===== config.mk =====
export PLATFORM = sky130hd
export DESIGN_NAME = wdg_top
export DESIGN_NICKNAME = d
export VERILOG_FILES = /design/src/inc/wdg_pkg.sv /design/src/rtl/wdg_top.sv /design/src/rtl/wdg_sync.sv /design/src/rtl/wdg_presc.sv
export VERILOG_INCLUDE_DIRS = /design/src /design/src/inc
export SDC_FILE = /design/constraint.sdc
export NUM_CORES = 1
export LEC_CHECK = 0
export ABC_AREA = 1
export BUFFER_PORTS_ARGS = -buffer_cell sky130_fd_sc_hd__buf_2
export CORE_MARGIN = 2
export CORE_UTILIZATION = 30
export CTS_CLUSTER_DIAMETER = 30
export DETAILED_ROUTE_END_ITERATION = 16
export PLACE_DENSITY = 0.56
export SLEW_MARGIN = 20
export SYNTH_ARGS = -nofsm -noshare
export SYNTH_HDL_FRONTEND = slang
export SYNTH_SLANG_ARGS = --single-unit

===== constraint.sdc =====
create_clock -name clk -period 4.3 [get_ports clk]
set_input_delay 0.215 -clock clk [delete_from_list [all_inputs] [get_ports clk]]
set_output_delay 0.215 -clock clk [all_outputs]
set_load 0.005 [all_outputs]

===== src/inc/wdg_defines.svh =====
// Offsets, field positions, reset values and counts of the watchdog block
`ifndef WDG_DEFINES_SVH
`define WDG_DEFINES_SVH

// ----------------------------------------------------------------
// Bus geometry
// ----------------------------------------------------------------
`define WDG_ADDR_W        10
`define WDG_DATA_W        32

// ----------------------------------------------------------------
// Register indices (byte address is four times the index)
// ----------------------------------------------------------------
`define WDG_IDX_CAUSE     8'h20
`define WDG_IDX_CTL       8'h21

// ----------------------------------------------------------------
// Field positions
// ----------------------------------------------------------------
`define WDG_CTL_IF        7
`define WDG_CTL_IE        6
`define WDG_CTL_P3        5
`define WDG_CTL_CE        4
`define WDG_CTL_EN        3
`define WDG_CAUSE_WD      3
`define WDG_CAUSE_BO      2
`define WDG_CAUSE_EX      1
`define WDG_CAUSE_PO      0

// ----------------------------------------------------------------
// Reset values and counts
// ----------------------------------------------------------------
`define WDG_PSEL_RST      4'h0
`define WDG_PSEL_MAX      4'h9
`define WDG_CE_WINDOW     3'd4
`define WDG_BASE_TICKS    2048
`define WDG_CNT_W         21

`endif


===== src/inc/wdg_pkg.sv =====
// Types shared by the watchdog block and its bus
`default_nettype none
`include "wdg_defines.svh"

package wdg_pkg;

    typedef struct packed {
        logic                   psel;
        logic                   penable;
        logic                   pwrite;
        logic [`WDG_ADDR_W-1:0] paddr;
        logic [`WDG_DATA_W-1:0] pwdata;
    } wdg_apb_req_t;

    typedef struct packed {
        logic [`WDG_DATA_W-1:0] prdata;
        logic                   pready;
        logic                   pslverr;
    } wdg_apb_rsp_t;

endpackage

`default_nettype wire


===== src/rtl/wdg_top.sv =====
// Watchdog timer with reset-cause flags, reached over APB
`default_nettype none
`include "wdg_defines.svh"

module wdg_top #(
    parameter int unsigned BASE_TICKS = `WDG_BASE_TICKS
) (
    input  wire logic                  clk,
    input  wire logic                  reset_n,
    input  wire wdg_pkg::wdg_apb_req_t apb_req,
    output var  wdg_pkg::wdg_apb_rsp_t apb_rsp,
    input  wire logic                  por_event,
    input  wire logic                  bor_event,
    input  wire logic                  ext_event,
    input  wire logic                  wdr_instr,
    input  wire logic                  wdt_osc_clk,
    input  wire logic                  safety_level_fuse,
    input  wire logic                  global_int_enable,
    input  wire logic                  wdt_vector_taken,
    output logic                       wdt_irq,
    output logic                       wdt_reset_pulse
);
    import wdg_pkg::*;

    // ----------------------------------------------------------------
    // State
    // ----------------------------------------------------------------
    typedef struct packed {
        logic [3:0] cause;
        logic       timeout_interrupt_flag;
        logic       timeout_interrupt_enable;
        logic       ie_drop;
        logic       watchdog_enable_bit;
        logic       ce;
        logic [2:0] ce_cnt;
        logic [3:0] psel;
        logic       rst_pulse;
        logic       irq;
        logic [7:0] rdata;
    } wdg_top_st_t;

    wdg_top_st_t st_ff;
    wdg_top_st_t nxt_st;

    logic       osc_tick;
    logic       timeout;
    logic       restart;
    logic       wde_eff;
    logic       running;
    logic       setup_rd;
    logic       access;
    logic       hit_ctl;
    logic       hit_cause;
    logic       wr_ctl;
    logic       wr_cause;
    logic       ce_wr;
    logic [7:0] wdata;
    logic [7:0] ctl_view;
    logic [7:0] cause_view;

    // ----------------------------------------------------------------
    // Oscillator crossing and time-out counter
    // ----------------------------------------------------------------
    // The slow oscillator is sampled as a level; 128 kHz against a
    // 40 MHz clock leaves ample margin for the two-flop chain.
    wdg_sync u_sync (
        .clk      (clk),
        .reset_n  (reset_n),
        .async_in (wdt_osc_clk),
        .tick     (osc_tick)
    );

    wdg_presc #(
        .BASE_TICKS (BASE_TICKS)
    ) u_presc (
        .clk        (clk),
        .reset_n    (reset_n),
        .tick       (osc_tick),
        .restart    (restart),
        .sel        (st_ff.psel),
        .timeout    (timeout)
    );

    // ----------------------------------------------------------------
    // Mode decode
    // ----------------------------------------------------------------
    // Level 2 pins enable high; level 1 lets the watchdog-reset flag
    // hold it high until software clears that flag first.
    assign wde_eff = safety_level_fuse
                   | st_ff.watchdog_enable_bit
                   | st_ff.cause[`WDG_CAUSE_WD];
    assign running = wde_eff | st_ff.timeout_interrupt_enable;
    assign restart = wdr_instr | ~running | timeout;

    // ----------------------------------------------------------------
    // APB decode
    // ----------------------------------------------------------------
    assign hit_ctl   = apb_req.paddr == {`WDG_IDX_CTL, 2'b00};
    assign hit_cause = apb_req.paddr == {`WDG_IDX_CAUSE, 2'b00};
    assign access    = apb_req.psel & apb_req.penable;
    assign setup_rd  = apb_req.psel & ~apb_req.penable & ~apb_req.pwrite;
    assign wr_ctl    = access & apb_req.pwrite & hit_ctl;
    assign wr_cause  = access & apb_req.pwrite & hit_cause;
    assign wdata     = apb_req.pwdata[7:0];
    assign ce_wr     = wr_ctl & wdata[`WDG_CTL_CE];

    assign ctl_view   = {st_ff.timeout_interrupt_flag, st_ff.timeout_interrupt_enable, st_ff.psel[3], st_ff.ce,
                         wde_eff, st_ff.psel[2:0]};
    assign cause_view = {4'h0, st_ff.cause};

    // ----------------------------------------------------------------
    // Next state
    // ----------------------------------------------------------------
    always_comb begin
        nxt_st           = st_ff;
        nxt_st.rst_pulse = 1'b0;
        nxt_st.ie_drop   = 1'b0;

        // Read data captured in the setup phase, zero wait states
        if (setup_rd) begin
            if (hit_ctl) begin
                nxt_st.rdata = ctl_view;
            end else if (hit_cause) begin
                nxt_st.rdata = cause_view;
            end else begin
                nxt_st.rdata = 8'h00;
            end
        end

        // Change-enable window
        if (st_ff.ce) begin
            if (st_ff.ce_cnt == `WDG_CE_WINDOW - 3'd1) begin
                nxt_st.ce     = 1'b0;
                nxt_st.ce_cnt = 3'd0;
            end else begin
                nxt_st.ce_cnt = st_ff.ce_cnt + 3'd1;
            end
        end
        if (ce_wr) begin
            nxt_st.ce     = 1'b1;
            nxt_st.ce_cnt = 3'd0;
        end

        // Control writes
        if (wr_ctl) begin
            nxt_st.timeout_interrupt_enable = wdata[`WDG_CTL_IE];
            if (wdata[`WDG_CTL_EN]) begin
                nxt_st.watchdog_enable_bit = 1'b1;
            end else if (st_ff.ce) begin
                nxt_st.watchdog_enable_bit = 1'b0;
            end
            // Level 1 changes the period freely, level 2 needs the window
            if (!safety_level_fuse || st_ff.ce) begin
                nxt_st.psel = {wdata[`WDG_CTL_P3], wdata[2:0]};
            end
            if (wdata[`WDG_CTL_IF]) begin
                nxt_st.timeout_interrupt_flag = 1'b0;
            end
        end
        // Late drop lets the combined mode still raise its request
        if (st_ff.ie_drop) begin
            nxt_st.timeout_interrupt_enable = 1'b0;
        end
        if (wdt_vector_taken) begin
            nxt_st.timeout_interrupt_flag = 1'b0;
        end

        // Cause register: a written zero clears, a one leaves alone
        if (wr_cause) begin
            nxt_st.cause = st_ff.cause & wdata[3:0];
        end
        if (por_event) begin
            nxt_st.cause = 4'h0;
            nxt_st.cause[`WDG_CAUSE_PO] = 1'b1;
        end

        // Time-out action; sets come last so they win over clears
        if (timeout && running) begin
            if (st_ff.timeout_interrupt_enable) begin
                nxt_st.timeout_interrupt_flag = 1'b1;
                if (wde_eff) begin
                    nxt_st.ie_drop = 1'b1;
                end
            end else begin
                nxt_st.rst_pulse = 1'b1;
                nxt_st.cause[`WDG_CAUSE_WD] = 1'b1;
            end
        end
        if (bor_event) begin
            nxt_st.cause[`WDG_CAUSE_BO] = 1'b1;
        end
        if (ext_event) begin
            nxt_st.cause[`WDG_CAUSE_EX] = 1'b1;
        end

        nxt_st.irq = st_ff.timeout_interrupt_flag & st_ff.timeout_interrupt_enable
                   & global_int_enable;

        // Chip reset clears control but keeps the cause flags
        if (!reset_n) begin
            nxt_st.timeout_interrupt_flag      = 1'b0;
            nxt_st.timeout_interrupt_enable      = 1'b0;
            nxt_st.ie_drop   = 1'b0;
            nxt_st.watchdog_enable_bit       = 1'b0;
            nxt_st.ce        = 1'b0;
            nxt_st.ce_cnt    = 3'd0;
            nxt_st.psel      = `WDG_PSEL_RST;
            nxt_st.rst_pulse = 1'b0;
            nxt_st.irq       = 1'b0;
            nxt_st.rdata     = 8'h00;
        end
    end

    always_ff @(posedge clk) begin
        st_ff <= nxt_st;
    end

    // ----------------------------------------------------------------
    // Outputs
    // ----------------------------------------------------------------
    assign apb_rsp.prdata  = {24'h0, st_ff.rdata};
    assign apb_rsp.pready  = 1'b1;
    assign apb_rsp.pslverr = access & ~hit_ctl & ~hit_cause;
    assign wdt_irq         = st_ff.irq;
    assign wdt_reset_pulse = st_ff.rst_pulse;
endmodule

`default_nettype wire


===== src/rtl/wdg_sync.sv =====
// Two-flop synchroniser for the slow oscillator with rising-edge tick
`default_nettype none
`include "wdg_defines.svh"

module wdg_sync (
    input  wire logic clk,
    input  wire logic reset_n,
    input  wire logic async_in,
    output logic      tick
);
    import wdg_pkg::*;

    typedef struct packed {
        logic s1;
        logic s2;
        logic s3;
        logic tick;
    } wdg_sync_st_t;

    wdg_sync_st_t st_ff;
    wdg_sync_st_t nxt_st;

    always_comb begin
        nxt_st      = st_ff;
        nxt_st.s1   = async_in;
        nxt_st.s2   = st_ff.s1;
        nxt_st.s3   = st_ff.s2;
        // Edge taken only past the second stage
        nxt_st.tick = st_ff.s2 & ~st_ff.s3;
        // Chain keeps shifting in reset so no false edge follows it
        if (!reset_n) begin
            nxt_st.tick = 1'b0;
        end
    end

    always_ff @(posedge clk) begin
        st_ff <= nxt_st;
    end

    assign tick = st_ff.tick;

endmodule

`default_nettype wire


===== src/rtl/wdg_presc.sv =====
// Time-out counter clocked by synchronised oscillator ticks
`default_nettype none
`include "wdg_defines.svh"

module wdg_presc #(
    parameter int unsigned BASE_TICKS = `WDG_BASE_TICKS
) (
    input  wire logic       clk,
    input  wire logic       reset_n,
    input  wire logic       tick,
    input  wire logic       restart,
    input  wire logic [3:0] sel,
    output logic            timeout
);
    import wdg_pkg::*;

    typedef struct packed {
        logic [`WDG_CNT_W-1:0] cnt;
        logic                  to;
    } wdg_presc_st_t;

    wdg_presc_st_t         st_ff;
    wdg_presc_st_t         nxt_st;
    logic [3:0]            sel_eff;
    logic [`WDG_CNT_W-1:0] limit;

    // Reserved codes behave as the longest period
    assign sel_eff = (sel > `WDG_PSEL_MAX) ? `WDG_PSEL_MAX : sel;
    assign limit   = `WDG_CNT_W'(BASE_TICKS) << sel_eff;

    always_comb begin
        nxt_st    = st_ff;
        nxt_st.to = 1'b0;
        if (restart) begin
            nxt_st.cnt = '0;
        end else if (tick) begin
            if (st_ff.cnt == limit - 1'b1) begin
                nxt_st.cnt = '0;
                nxt_st.to  = 1'b1;
            end else begin
                nxt_st.cnt = st_ff.cnt + 1'b1;
            end
        end
        if (!reset_n) begin
            nxt_st = '0;
        end
    end

    always_ff @(posedge clk) begin
        st_ff <= nxt_st;
    end

    assign timeout = st_ff.to;

endmodule

`default_nettype wire


**Word-level counts from Yosys, hierarchy flattened**

Index checks and enable logic that the tools add are counted.
W data, S select, Z words.

- Flip-flop bits (word level): 52
- Bits of input ports: 55
- Output and inout bits: 36
- Word-level logic and storage cells: 90

- $add $sub $neg: 3
- $lt $le $gt $ge: 1
- Equality and inequality tests: 4
- Shifts and indexed selects: 1
- Mux-type cells: 22
- Bitwise gates (word level): 26
- Reduce and logical (&&, ||, !) cells: 13

Operators with widths:

| operator | count |
|---|---|
| $mux W4 | 6 |
| $add A21 B1 Y21 const B | 1 |
| $eq A21 B21 Y1 | 1 |
| $mux W21 | 1 |
| $shl A12 B4 Y21 const A | 1 |
| $sub A21 B1 Y21 const B | 1 |
| $eq A10 B8 Y1 const B | 2 |
| $and A1 B1 Y1 | 12 |
| $mux W1 | 12 |
| $mux W8 | 1 |
| $not A1 Y1 | 8 |
| $reduce_and A2 Y1 | 3 |
| $reduce_or A2 Y1 | 3 |
| $or A1 B1 Y1 | 5 |
| $and A4 B4 Y4 | 1 |
| $gt A4 B4 Y1 const B | 1 |
| $reduce_bool A2 Y1 | 2 |
| $add A3 B1 Y3 const B | 1 |
| $eq A3 B2 Y1 const B | 1 |
| $mux W3 | 1 |
| $reduce_and A3 Y1 | 1 |
| $reduce_or A3 Y1 | 1 |
| $mux W2 | 1 |
| $logic_and A1 B1 Y1 | 1 |
| other kinds (2) | 2 |

**Logic depth before layout (Yosys ltp)**

Gate-level depths: netlist of the first run.

- Word-level depth: 7
- Gate-level depth with buffers: 14

**By module**

Synthesis of the first run repeated with hierarchy kept, for this count alone.

- Cell total of the unflattened synthesis: 423
- Area, all modules: 2965.3 µm²

Modules (own cells, without submodules):

| module | instances | cells an instance | area an instance (µm²) | seq. area each (µm²) |
|---|---|---|---|---|
| wdg_top | 1 | 204 | 1447.6 | 520.5 |
| wdg_presc | 1 | 213 | 1427.6 | 440.4 |
| wdg_sync | 1 | 6 | 90.1 | 80.1 |

**Worst setup path before layout of the first run**

Ideal clock, no wire load.

- Kind: register to register
- Start point: register st_ff (netlist bit ctl_view[0])
- End point: register u_presc.st_ff[12] (netlist name)
- Arrival: 1.907 ns
- Setup slack: 2.267 ns
- Cell stages (with the launch flop): 12
- Cells stage by stage: dfxtp_1 > nor4_1 > inv_1 > ha_1 > xnor2_1 > nor2_1 > nand3_2 > nor2_4 > nand4_4 > nand2_4 > buf_12 > nor2_4

- Cells in the longest elaborated chain, start to end: 6

Ends and longest elaborated chain:

| what | RTL line | text |
|---|---|---|
| start, declared | wdg_top.sv:42 | `wdg_top_st_t st_ff;` |
| start signal, assigned | wdg_top.sv:215 | `st_ff <= nxt_st;` |
| $gt A4 B4 Y1 (no source line) | -- |  |
| $mux W4 (*) | wdg_presc.sv:28 | `` assign sel_eff = (sel > `WDG_PSEL_MAX) ? `WDG_PSEL_MAX : sel; `` |
| $shl A12 B4 Y21 (no source line) (*) | -- |  |
| $sub A21 B1 Y21 (*) | wdg_presc.sv:37 | `if (st_ff.cnt == limit - 1'b1) begin` |
| $eq A21 B21 Y1 (*) | wdg_presc.sv:37 |  |
| $mux W21 (*) | wdg_presc.sv:37 |  |
| end signal, assigned | wdg_presc.sv:50 | `st_ff <= nxt_st;` |
| end, declared | wdg_presc.sv:22 | `wdg_presc_st_t st_ff;` |

Every way passes the cells marked *; elsewhere a longest branch is shown, timed or not.
A chain may end at the register's enable or synchronous reset.

**Worst setup path in the final report of the first run**

- Start point: register st_ff (netlist bit ctl_view[0])
- End point: register u_presc.st_ff[4] (netlist name)

Same word-level chain as after synthesis.

==> results of run 1 <==
worst paths after layout:
check                   start               end  slack [ns]  depth (start not counted)
max               ctl_view[0]  u_presc.st_ff[4]        2.05                         10
min reg2reg  u_sync.nxt_st[2]  u_sync.nxt_st[1]        0.33                          0
min                 ext_event     cause_view[1]        0.09                          3
max reg2reg       ctl_view[0]  u_presc.st_ff[4]        2.05                         10
cell usage in the layout (no fill, tap or decap), types with 5 or more instances in the layout:
master and instances:
dfxtp_1 52, nor2_4 14, inv_2 5, inv_1 48, nor3_1 10, nor2_1 48
buf_2 41, xor2_1 9, clkbuf_8 5, o21ai_0 24, nand3_1 19, nand4_1 8
conb_1 25, nand2_1 86, a21oi_1 12
where the power goes:
group | internal, µW | switching (µW) | total [µW]
combinational | 20.4 | 32.3 | 52.8
sequential | 488 | 4.18 | 492
clock | 120 | 180 | 300
flip-flops by register name, indices dropped and copies added, names as in the netlist:
register / count
u_presc.timeout: 1
u_sync.st_ff: 1
u_sync.tick: 1
u_presc.st_ff: 21
wdt_reset_pulse: 1
st_ff: 5
apb_rsp: 8
cause_view: 4
wdt_irq: 1
ctl_view: 7
u_sync.nxt_st: 2
area by class of cell:
class | instances | area, µm²
fill | 1055 | 6460
sequential | 52 | 1040
inverter | 53 | 199
multi-input combinational | 288 | 1500
timing repair buffer | 42 | 215
clock buffer | 5 | 68.8
clock inverter | 3 | 27.5
tap | 133 | 166
per-stage QoR:
stage	cells	utilization	area (µm²)
6_report	576	0.333	3220
3_5_place_dp	567	0.322	3110
5_1_grt	576	0.333	3220
2_1_floorplan	432	-	3040
3_3_place_gp	567	0.322	3110
4_1_cts	576	0.333	3220
routing by layer:
metal	up-vias	wire length (µm)
met4	0	75
met5	-	0
met2	54	2660
met3	8	313
li1	1293	-
met1	1079	2850
Yosys cell counts, types with 2 or more instances:
master    instances
nand4_1           8
nor2_1           48
or2_2             2
buf_2             2
ha_1              3
conb_1            2
buf_4            33
nor3_1           10
o31ai_1           2
o21ai_0          24
nor2_4           14
inv_2             5
dfxtp_1          52
xnor2_1           4
a21oi_1          12
clkbuf_1          2
nand3_2           2
nor2_2            4
inv_1            48
xor2_1            9
o211ai_1          2
nand3_1          19
nand2_1          86
worst max-delay path, stage by stage, from the launching register on:
cell and delay, ns:
dfxtp_1 0.40, nor4_1 0.38, inv_1 0.08, ha_1 0.31, xnor2_1 0.13, nor2_1 0.12
nand3_2 0.10, nor2_4 0.12, nand4_4 0.11, nand2_4 0.32, nor2_1 0.07
logic make-up (layout without fill, tap and decap cells):
group / count (synthesis) / after routing / share of synthesized area
other: 2 / 25 / 0.00254
DFF: 52 / 52 / 0.353
buffers and inverters: 92 / 103 / 0.168
adders and majority gates: 3 / 3 / 0.0127
AOI/OAI and AO/OA: 45 / 45 / 0.0835
and+or+nand+nor: 202 / 202 / 0.342
xor gates and xnor gates: 13 / 13 / 0.0386
repair_timing:
| action | CTS | global route |
|---|---|---|
| hold buffers | 1 | 0 |
| endpoints found under the setup margin | 0 | 0 |
| hold endpoints to repair | 1 | 0 |
==> metrics.md, run 1 <==
| Metric | Value |
|---|---|
| Result of the run | complete, no violations |
| Row count | 36 |
| Worst path setup slack after routing | 2.05 ns |
| Min-delay worst type | in2reg |
| Met1 track demand over resource | 0.146 |
| Smallest hold slack | 0.0886 ns |
| Via density per instance | 4.23 |
| Syn. warnings | 0 |
| Total power | 845 µW |
| Maximum frequency from static timing analysis | 445 MHz |
| CTS HTree Levels | 2 |
| Routed via count | 2434 |
| Worst Path Required | 4.50 ns |
| Pins over their slew limit | 0 |
| Final period demand of the worst path | 2.25 ns |
| Drt pass-1 iters | 4 |
| Longest Clk Path Bufs | 2 |
| Main area contributors after synthesis | dfxtp_1 (35%), nand2_1 (11%), buf_4 (8.4%), inv_1 (6.1%), nor2_1 (6.1%) |
| RSZ-0062 raised after global routing | no |
| Hold Violations, Final | 0 |
| Startpoint types | register |
| Tcrit/Tclk final | 0.523 |
| Violation count after the first detailed-routing iteration | 60 |
| Startpoint-to-endpoint class of the critical path | reg2reg |
| Crit path capture type | register |
| Number of setup violations in the final report | 0 |
| Layer with the highest usage | met2 |
| GRT Residual Overflow | 0 |
| Antenna Diode Count | 0 |
| Global-route usage over all layers | 0.119 |
| Total Die Area | 10700 µm² |
| Top FF cell, synth | dfxtp_1 |
| Number of sinks handled by clock tree synthesis | 52 |
| Clock tree from TritonCTS | built |
| Number of remaining DRC errors | 0 |
| Setup clock skew after layout | 0.00992 ns |
| Number of antenna violations at the first check in global routing | 0 |
| Leakage | 0.00139 µW |
| Number of nets in the layout | 500 |
| Unique cell type count in the Yosys netlist | 39 |
| Post-route ant nets | 0 |
| EDFF count, synth | 0 |
| Share of the synthesized area in the top cell type | 0.353 |
| Global routing met3 resource utilization | 0.0289 |
| Worst supply voltage drop on vdd | 0.121 mV |
| Via count of the first global-routing pass | 2350 |
| Area delta synth->final | 9.07% |
| Worst slack at placement | 2.04 ns |
| Clock buffers created by TritonCTS | 5 |
| Flip-flop and latch count after synthesis | 52 |
| Largest net degree at the start of global routing | 19 |
| GRT met2 Usage | 0.205 |
| Total core area | 9680 µm² |
| Chip height | 103 µm |
| Width of the die | 103 µm |
| First-pass GRT wire length | 9970 µm |
| Routed length per placed instance | 10.2 µm |
| Final wirelength | 5900 µm |
| Sum Neg Setup Slack | 0 ns |
| Clock-pin slew on the worst setup and hold paths | 0.10 ns |
| Synthesized cell area | 2950 µm² |
| Post-synthesis area per instance | 7.22 µm² |
| Root buf cell | clkbuf_8 |
| Proportion of layout cells with a drive suffix above 1 | 0.185 |
| Number of gates given a new drive strength after cts | 0 |
| Cell type contributing the most total cell area after synthesis | dfxtp_1 |
| # Post-CTS Setup Buffers | 0 |
| Fraction of registers with async set/reset | 0 |
| Max_cap viols | 0 |
| DP HPWL | 4640 µm |
| Power density relative to cell area | 262 nW/µm² |
| Port Buf Inserts | 41 |
| CP max FO | 15 |
| Starting density of the core | 0.305 |
| Number of top-level pins | 91 |
| Part of the Yosys area used for sequential elements | 0.353 |
| Insertion delay of the later-clocked pin in the worst-skew pair | 0.32 ns |
| Post-synthesis cell count | 409 |
| Worst path arrival time | 2.45 ns |
| Routability Congestion | 0.772 |
Power figures use the tool's default switching activity.
==> run 2: changes to the inputs <==
==> constraint.sdc (replaced) <==
create_clock -name clk -period 2.1 [get_ports clk]
set_input_delay 0.105 -clock clk [delete_from_list [all_inputs] [get_ports clk]]
set_output_delay 0.105 -clock clk [all_outputs]
set_load 0.005 [all_outputs]
==> run 2 against run 1 <==
Against the previous run:
- design area rose by 5.9%
- core utilization rose by 2.0 points
- first-iteration DRC count fell by 12%
- via count rose by 5.0%
- clock-buffer cell count did not move
- largest power group unchanged
- highest routed layer unchanged
- total power rose by 100%
- critical endpoint is now u_presc.st_ff[13]
- routed wire length rose by 4.7%
- die area did not move
- global-route usage rose by 0.092 points
==> metrics.md, run 2 (synthesized netlist as in run 1, its figures left out) <==
| Metric | Value |
|---|---|
| Insertion delay of the later-clocked pin in the worst-skew pair | 0.31 ns |
| Post-placement cell count | 578 |
| Cell mode on critical path | nor2_4 |
| GRT Residual Overflow | 0 |
| Post-route ant nets | 0 |
| Register name with the most flops | u_presc.st_ff |
| Setup clock skew after layout | 0.00625 ns |
| Chip height | 103 µm |
| CTS HTree Levels | 2 |
| Hold Violations, Final | 0 |
| First-pass GRT wire length | 10200 µm |
| RSZ-0062 raised after global routing | yes |
| Result of the run | complete, no violations |
| Largest net degree at the start of global routing | 18 |
| Antenna Diode Count | 0 |
| Final wirelength | 6180 µm |
| Final period demand of the worst path | 2.06 ns |
| Root buf cell | clkbuf_8 |
| Worst Path Required | 2.30 ns |
| Power density relative to cell area | 503 nW/µm² |
| Total power | 1720 µW |
| Width of the die | 103 µm |
| Fill cell instance count of the final layout | 1007 |
| Clock-pin slew on the worst setup and hold paths | 0.10 ns |
| Delay of the slowest critical-path stage | 0.38 ns |
| Pins over their slew limit | 0 |
| Leakage | 0.00148 µW |
| Row count | 36 |
| CP max FO | 5 |
| Number of sinks handled by clock tree synthesis | 52 |
| Number of setup violations in the final report | 0 |
| Number of antenna violations at the first check in global routing | 0 |
| Most frequent cells in the layout | nand2_1 (86), dfxtp_1 (51), inv_1 (48) |
| Number of top-level pins | 91 |
| Tcrit/Tclk final | 0.979 |
| Worst path arrival time | 2.26 ns |
| Max reg flops | 21 |
| Longest Clk Path Bufs | 2 |
| Routed length per placed instance | 10.5 µm |
| Clock tree from TritonCTS | built |
| Share of the core filled with cells in the final layout | 0.352 |
| Global-route usage over all layers | 0.120 |
| Startpoint types | register |
| Count of buffer and inverter cells on the critical path | 2 |
| Max_cap viols | 0 |
| Port Buf Inserts | 41 |
| CP top delay family | simple AND/OR/NAND/NOR gates |
| Total core area | 9680 µm² |
| Total Die Area | 10700 µm² |
| Proportion of layout cells with a drive suffix above 1 | 0.218 |
| Routed via count | 2556 |
| Maximum frequency from static timing analysis | 486 MHz |
| Final instance count without filler cells | 591 |
| Most common library cell in the layout ignoring fill and taps | nand2_1 |
| Area delta synth->final | 15.6% |
| Master of the slowest instance on the critical path | dfxtp_4 |
| Number of remaining DRC errors | 0 |
| Starting density of the core | 0.305 |
| Crit path capture type | register |
| Routability Congestion | 0.792 |
| Via count of the first global-routing pass | 2375 |
| Worst supply voltage drop on vdd | 0.256 mV |
| Clock buffers created by TritonCTS | 5 |
| Via density per instance | 4.32 |
| Drt pass-1 iters | 4 |
| Min-delay worst type | in2reg |
| Violation count after the first detailed-routing iteration | 53 |
| Startpoint-to-endpoint class of the critical path | reg2reg |
| Number of nets in the layout | 515 |
| Ordered cell list for the critical path | nor4_4 > inv_1 > ha_4 > xnor2_1 > nor2_1 > nand3_2 > nor2_4 > nand4_4 > nand2_4 > clkbuf_16 > nor2_4 |
| DP HPWL | 4720 µm |
run 2: changes by cell type in the layout (fill, tap and decap cells not counted), sizes merged:
cell	change
buf	+11
dlygate4sd3	+3
clkbuf	+1
run 2: what timing repair did:
item / CTS / global route
hold endpoints to repair: 4 / 0
pin swaps: 0 / 7
setup buffers: 0 / 0
hold buffers: 4 / 0
gates cloned: 0 / 1
endpoints found under the setup margin: 15 / 15
resized for setup: 2 / 8
run 2: worst register-to-register path, cell delays in order (launching register included):
cell	delay, ns
dfxtp_4	0.38
nor4_4	0.31
inv_1	0.12
ha_4	0.23
xnor2_1	0.11
nor2_1	0.11
nand3_2	0.11
nor2_4	0.14
nand4_4	0.10
nand2_4	0.14
clkbuf_16	0.17
nor2_4	0.03
run 2: metrics by stage:
stage | cell area (µm²) | TNS [ns] | setup slack, ns | hold WS (ns)
after floorplan | 3040 | 0 | 0.0670 | 0.133
after global placement | 3210 | -0.0255 | -0.00938 | 0.216
after detailed placement | 3210 | -0.961 | -0.0774 | 0.218
after CTS | 3350 | 0 | 0.0351 | 0.0114
after global routing | 3410 | -0.806 | -0.0768 | 0.0250
final | 3410 | 0 | 0.0436 | 0.0181
run 2: routing by layer:
layer  global-route usage  wire length [µm]
met1                0.149              2940
met3               0.0262               312
met2                0.208              2860
met5                    0                 0
met4               0.0344                63
run 2: cell type report:
type | count | area [µm²] | area share
multi-input cells | 288 | 1540 | 0.452
flip-flops and latches | 52 | 1040 | 0.306
repair buffers | 57 | 369 | 0.108
inverters | 53 | 199 | 0.0583
well taps | 133 | 166 | 0.0488
clock buffers | 5 | 68.8 | 0.0202
clock inverters | 3 | 21.3 | 0.00623
run 2: worst paths after layout:
check                      endpoint  depth (start not counted)  slack, ns              start
setup reg to reg  u_presc.st_ff[13]                         11       0.04        ctl_view[5]
setup / recovery  u_presc.st_ff[13]                         11       0.04        ctl_view[5]
hold reg to reg    u_sync.nxt_st[1]                          0       0.34   u_sync.nxt_st[2]
hold / removal              wdt_irq                          3       0.02  global_int_enable
run 2: report_power, final:
part           switching [µW]  internal [µW]
Combinational            70.4           54.6
Clock                     346            237
Sequential               8.41            998
==> run 3: changes to the inputs <==
--- a/config.mk
+++ b/config.mk
@@ -6,7 +6,7 @@
 export SDC_FILE = /design/constraint.sdc
 export NUM_CORES = 1
 export LEC_CHECK = 0
-export ABC_AREA = 1
+export ABC_AREA = 0
 export BUFFER_PORTS_ARGS = -buffer_cell sky130_fd_sc_hd__buf_2
 export CORE_MARGIN = 2
 export CORE_UTILIZATION = 30
==> run 3 against run 2 <==
Against the previous run:
- the run now ends with negative setup slack left
- clock power up 30%
- synthesized cell count down 20%
- design area is 2.5% lower
- via count fell by 12%
- clock skew is essentially flat
- critical path depth decreased by 1
- critical path type unchanged
- largest cell class unchanged
- largest power group unchanged
==> metrics.md, run 3 <==
| Metric | Value |
|---|---|
| CP max FO | 16 |
| Power dissipated by switching net loads | 394 µW |
| Flip-flop and latch count after synthesis | 52 |
| Power density relative to cell area | 556 nW/µm² |
| Multi-input gate area | 1600 µm² |
| Fill cell instance count of the final layout | 945 |
| CTS HTree Levels | 2 |
| Number of setup violations in the final report | 16 |
| Pins over their slew limit | 0 |
| Drt pass-1 iters | 4 |
| Via count of the first global-routing pass | 2033 |
| Synthesized cell area | 2850 µm² |
| Starting density of the core | 0.308 |
| Area delta synth->final | 16.9% |
| Setup clock skew after layout | 0.00633 ns |
| Sum Neg Setup Slack | -1.58 ns |
| Insertion delay of the later-clocked pin in the worst-skew pair | 0.31 ns |
| Root buf cell | clkbuf_8 |
| Register name with the most flops | u_presc.st_ff |
| Number of top-level pins | 91 |
| Share of the synthesized area in the top cell type | 0.366 |
| Proportion of layout cells with a drive suffix above 1 | 0.230 |
| RSZ-0062 raised after global routing | yes |
| Worst path setup slack after routing | -0.112 ns |
| Startpoint types | register |
| Ordered cell list for the critical path | nor2_4 > nand3b_1 > ha_4 > or3_4 > a21oi_2 > buf_4 > o21ai_2 > a2111oi_4 > buf_12 > o32ai_1 |
| Unique cell type count in the Yosys netlist | 48 |
| Most frequent cells in the layout | dfxtp_1 (49), buf_2 (41), conb_1 (25) |
| Total power | 1850 µW |
| Number of nets in the layout | 422 |
| Width of the die | 101 µm |
| Fraction of registers with async set/reset | 0 |
| Number of antenna violations at the first check in global routing | 0 |
| Chip height | 101 µm |
| Sequential share of power | 0.538 |
| CP top delay family | compound AO/OA/AOI/OAI gates |
| # Post-CTS Setup Buffers | 0 |
| Startpoint-to-endpoint class of the critical path | reg2reg |
| Switching power as a share of total power | 0.213 |
| Tcrit/Tclk final | 1.05 |
| Syn. warnings | 0 |
| Number of remaining DRC errors | 0 |
| Global-route usage over all layers | 0.118 |
| Mux contribution to synthesized area | 0.0356 |
| Dominant combinational cell family by area after synthesis | simple AND/OR/NAND/NOR gates |
| Total Die Area | 10300 µm² |
| Delay of the slowest critical-path stage | 0.36 ns |
| Worst Path Required | 2.30 ns |
| EDFF count, synth | 0 |
| Top FF cell, synth | dfxtp_1 |
| Sequential Area | 1040 µm² |
| Master of the slowest instance on the critical path | a2111oi_4 |
| Count of buffer and inverter cells on the critical path | 2 |
| Most numerous cell types in the synthesized netlist | dfxtp_1 (52), buf_4 (33), nand2_1 (24), nor2_1 (23), nor2b_1 (16) |
| Largest net degree at the start of global routing | 25 |
| Min-delay worst type | in2reg |
| Most frequent cell after synthesis | dfxtp_1 |
| Longest Clk Path Bufs | 2 |
| Via density per instance | 4.53 |
| Hold Violations, Final | 0 |
| Combinational group share of total power | 0.051 |
| Max reg flops | 21 |
| Number of sinks handled by clock tree synthesis | 52 |
| Clock-pin slew on the worst setup and hold paths | 0.09 ns |
| Synthesized-area fraction occupied by adder cells | 0.0132 |
| Worst path arrival time | 2.41 ns |
| Port Buf Inserts | 41 |
| Total core area | 9240 µm² |
| DP HPWL | 4280 µm |
| Clock buffers created by TritonCTS | 5 |
| Maximum frequency from static timing analysis | 452 MHz |
| Worst supply voltage drop on vdd | 0.394 mV |
| Row count | 35 |
| Clock tree from TritonCTS | built |
| Final period demand of the worst path | 2.21 ns |
| Antenna Diode Count | 0 |
| Routed via count | 2240 |
| Violated checks | negative setup slack |
| Result of the run | finished, violations left |
| Fraction of the mapped netlist area in simple logic gates | 0.228 |
| Xor/xnor cell area share of the yosys netlist | 0.0738 |
| Main area contributors after synthesis | dfxtp_1 (37%), buf_4 (8.7%), a211oi_1 (4.0%), xnor2_1 (3.7%), xor2_1 (3.7%) |
| Final wirelength | 5930 µm |
| Compound-cell area share of the yosys netlist | 0.155 |
| Part of the Yosys area used for sequential elements | 0.366 |
| Leakage | 0.00122 µW |
| Clock network fraction of total power | 0.411 |
| Most common library cell in the layout ignoring fill and taps | dfxtp_1 |
| Pint | 1460 µW |
| Routability Congestion | 0.785 |
| Crit path capture type | register |
| Violation count after the first detailed-routing iteration | 54 |
| First-pass GRT wire length | 9620 µm |
| GRT Residual Overflow | 0 |
| Cell type contributing the most total cell area after synthesis | dfxtp_1 |
| Worst slack at placement | -0.0778 ns |
| Post-synthesis cell count | 327 |
| Post-route ant nets | 0 |
| Max_cap viols | 0 |
| Routed length per placed instance | 12.0 µm |
| Post-synthesis area per instance | 8.70 µm² |
-- run 3: cell types whose count changed in the layout (fill, tap and decap cells not counted), sizes merged, moves of 9 or more --
cell,delta
nand3,-12
o21ai,-16
a211oi,+14
mux2i,+9
a21oi,-9
nor2b,+16
nor2,-43
inv,-49
nand2,-64
-- run 3: cell families after synthesis --
family	count (synthesis)
DFF	52
and+or+nand+nor	120
muxes	10
other	2
buffers and inverters	59
xor gates and xnor gates	24
adders and majority gates	3
AOI/OAI and AO/OA	57
-- run 3: path summary, 6_finish.rpt --
check	startpoint	to	slack, ns	cells past startpoint
worst min register to register	u_sync.nxt_st[2]	u_sync.nxt_st[1]	0.33	0
worst min-delay path	global_int_enable	wdt_irq	0.02	3
worst max-delay path	ctl_view[2]	u_presc.st_ff[2]	-0.11	10
worst max register to register	ctl_view[2]	u_presc.st_ff[2]	-0.11	10
-- run 3: worst reg2reg max path: cells and delay by family (launching register included) --
kind            cells  cell delay, ns
compound gates      4            0.68
simple gates        3            0.55
fa+ha+maj           1            0.21
flops               1            0.34
buf+inv             2            0.32
-- run 3: area by class of cell --
cell class              instances  share of cell area
clock inverters                 1             0.00903
flip-flops and latches         52               0.314
inverters                       5             0.00564
multi-input cells             239               0.481
well taps                     129              0.0485
clock buffers                   7              0.0290
repair buffers                 61               0.113
-- run 3: metal layers --
metal,up-vias,GRT usage,wire (µm)
met3,5,0.0276,254
met5,-,0,0
met4,0,0.0343,61
met1,1034,0.156,2890
met2,44,0.191,2730
li1,1157,-,-
-- run 3: per-stage QoR --
step	util	hold WS [ns]	cells	cell area [µm²]
global route	0.360	0.0327	494	3330
global placement	0.338	0.208	483	3120
detailed placement	0.338	0.209	483	3120
floorplan	-	0.133	350	2980
finish	0.360	0.0161	494	3330
CTS	0.356	0.00499	494	3290
-- run 3: power by group through the flow --
stage	Sequential, µW	Clock [µW]	Combinational (µW)
2_1_floorplan	1020	0	81.3
3_3_place_gp	1020	0	89.3
3_5_place_dp	1020	0	89.8
4_1_cts	995	779	94.9
5_1_grt	997	814	109
6_report	995	760	95.0
-- run 3: what timing repair did --
action	4_1_cts	5_1_grt
endpoints found under the setup margin	16	17
hold buffers	3	0
hold endpoints to repair	3	0
gates resized for setup	3	8
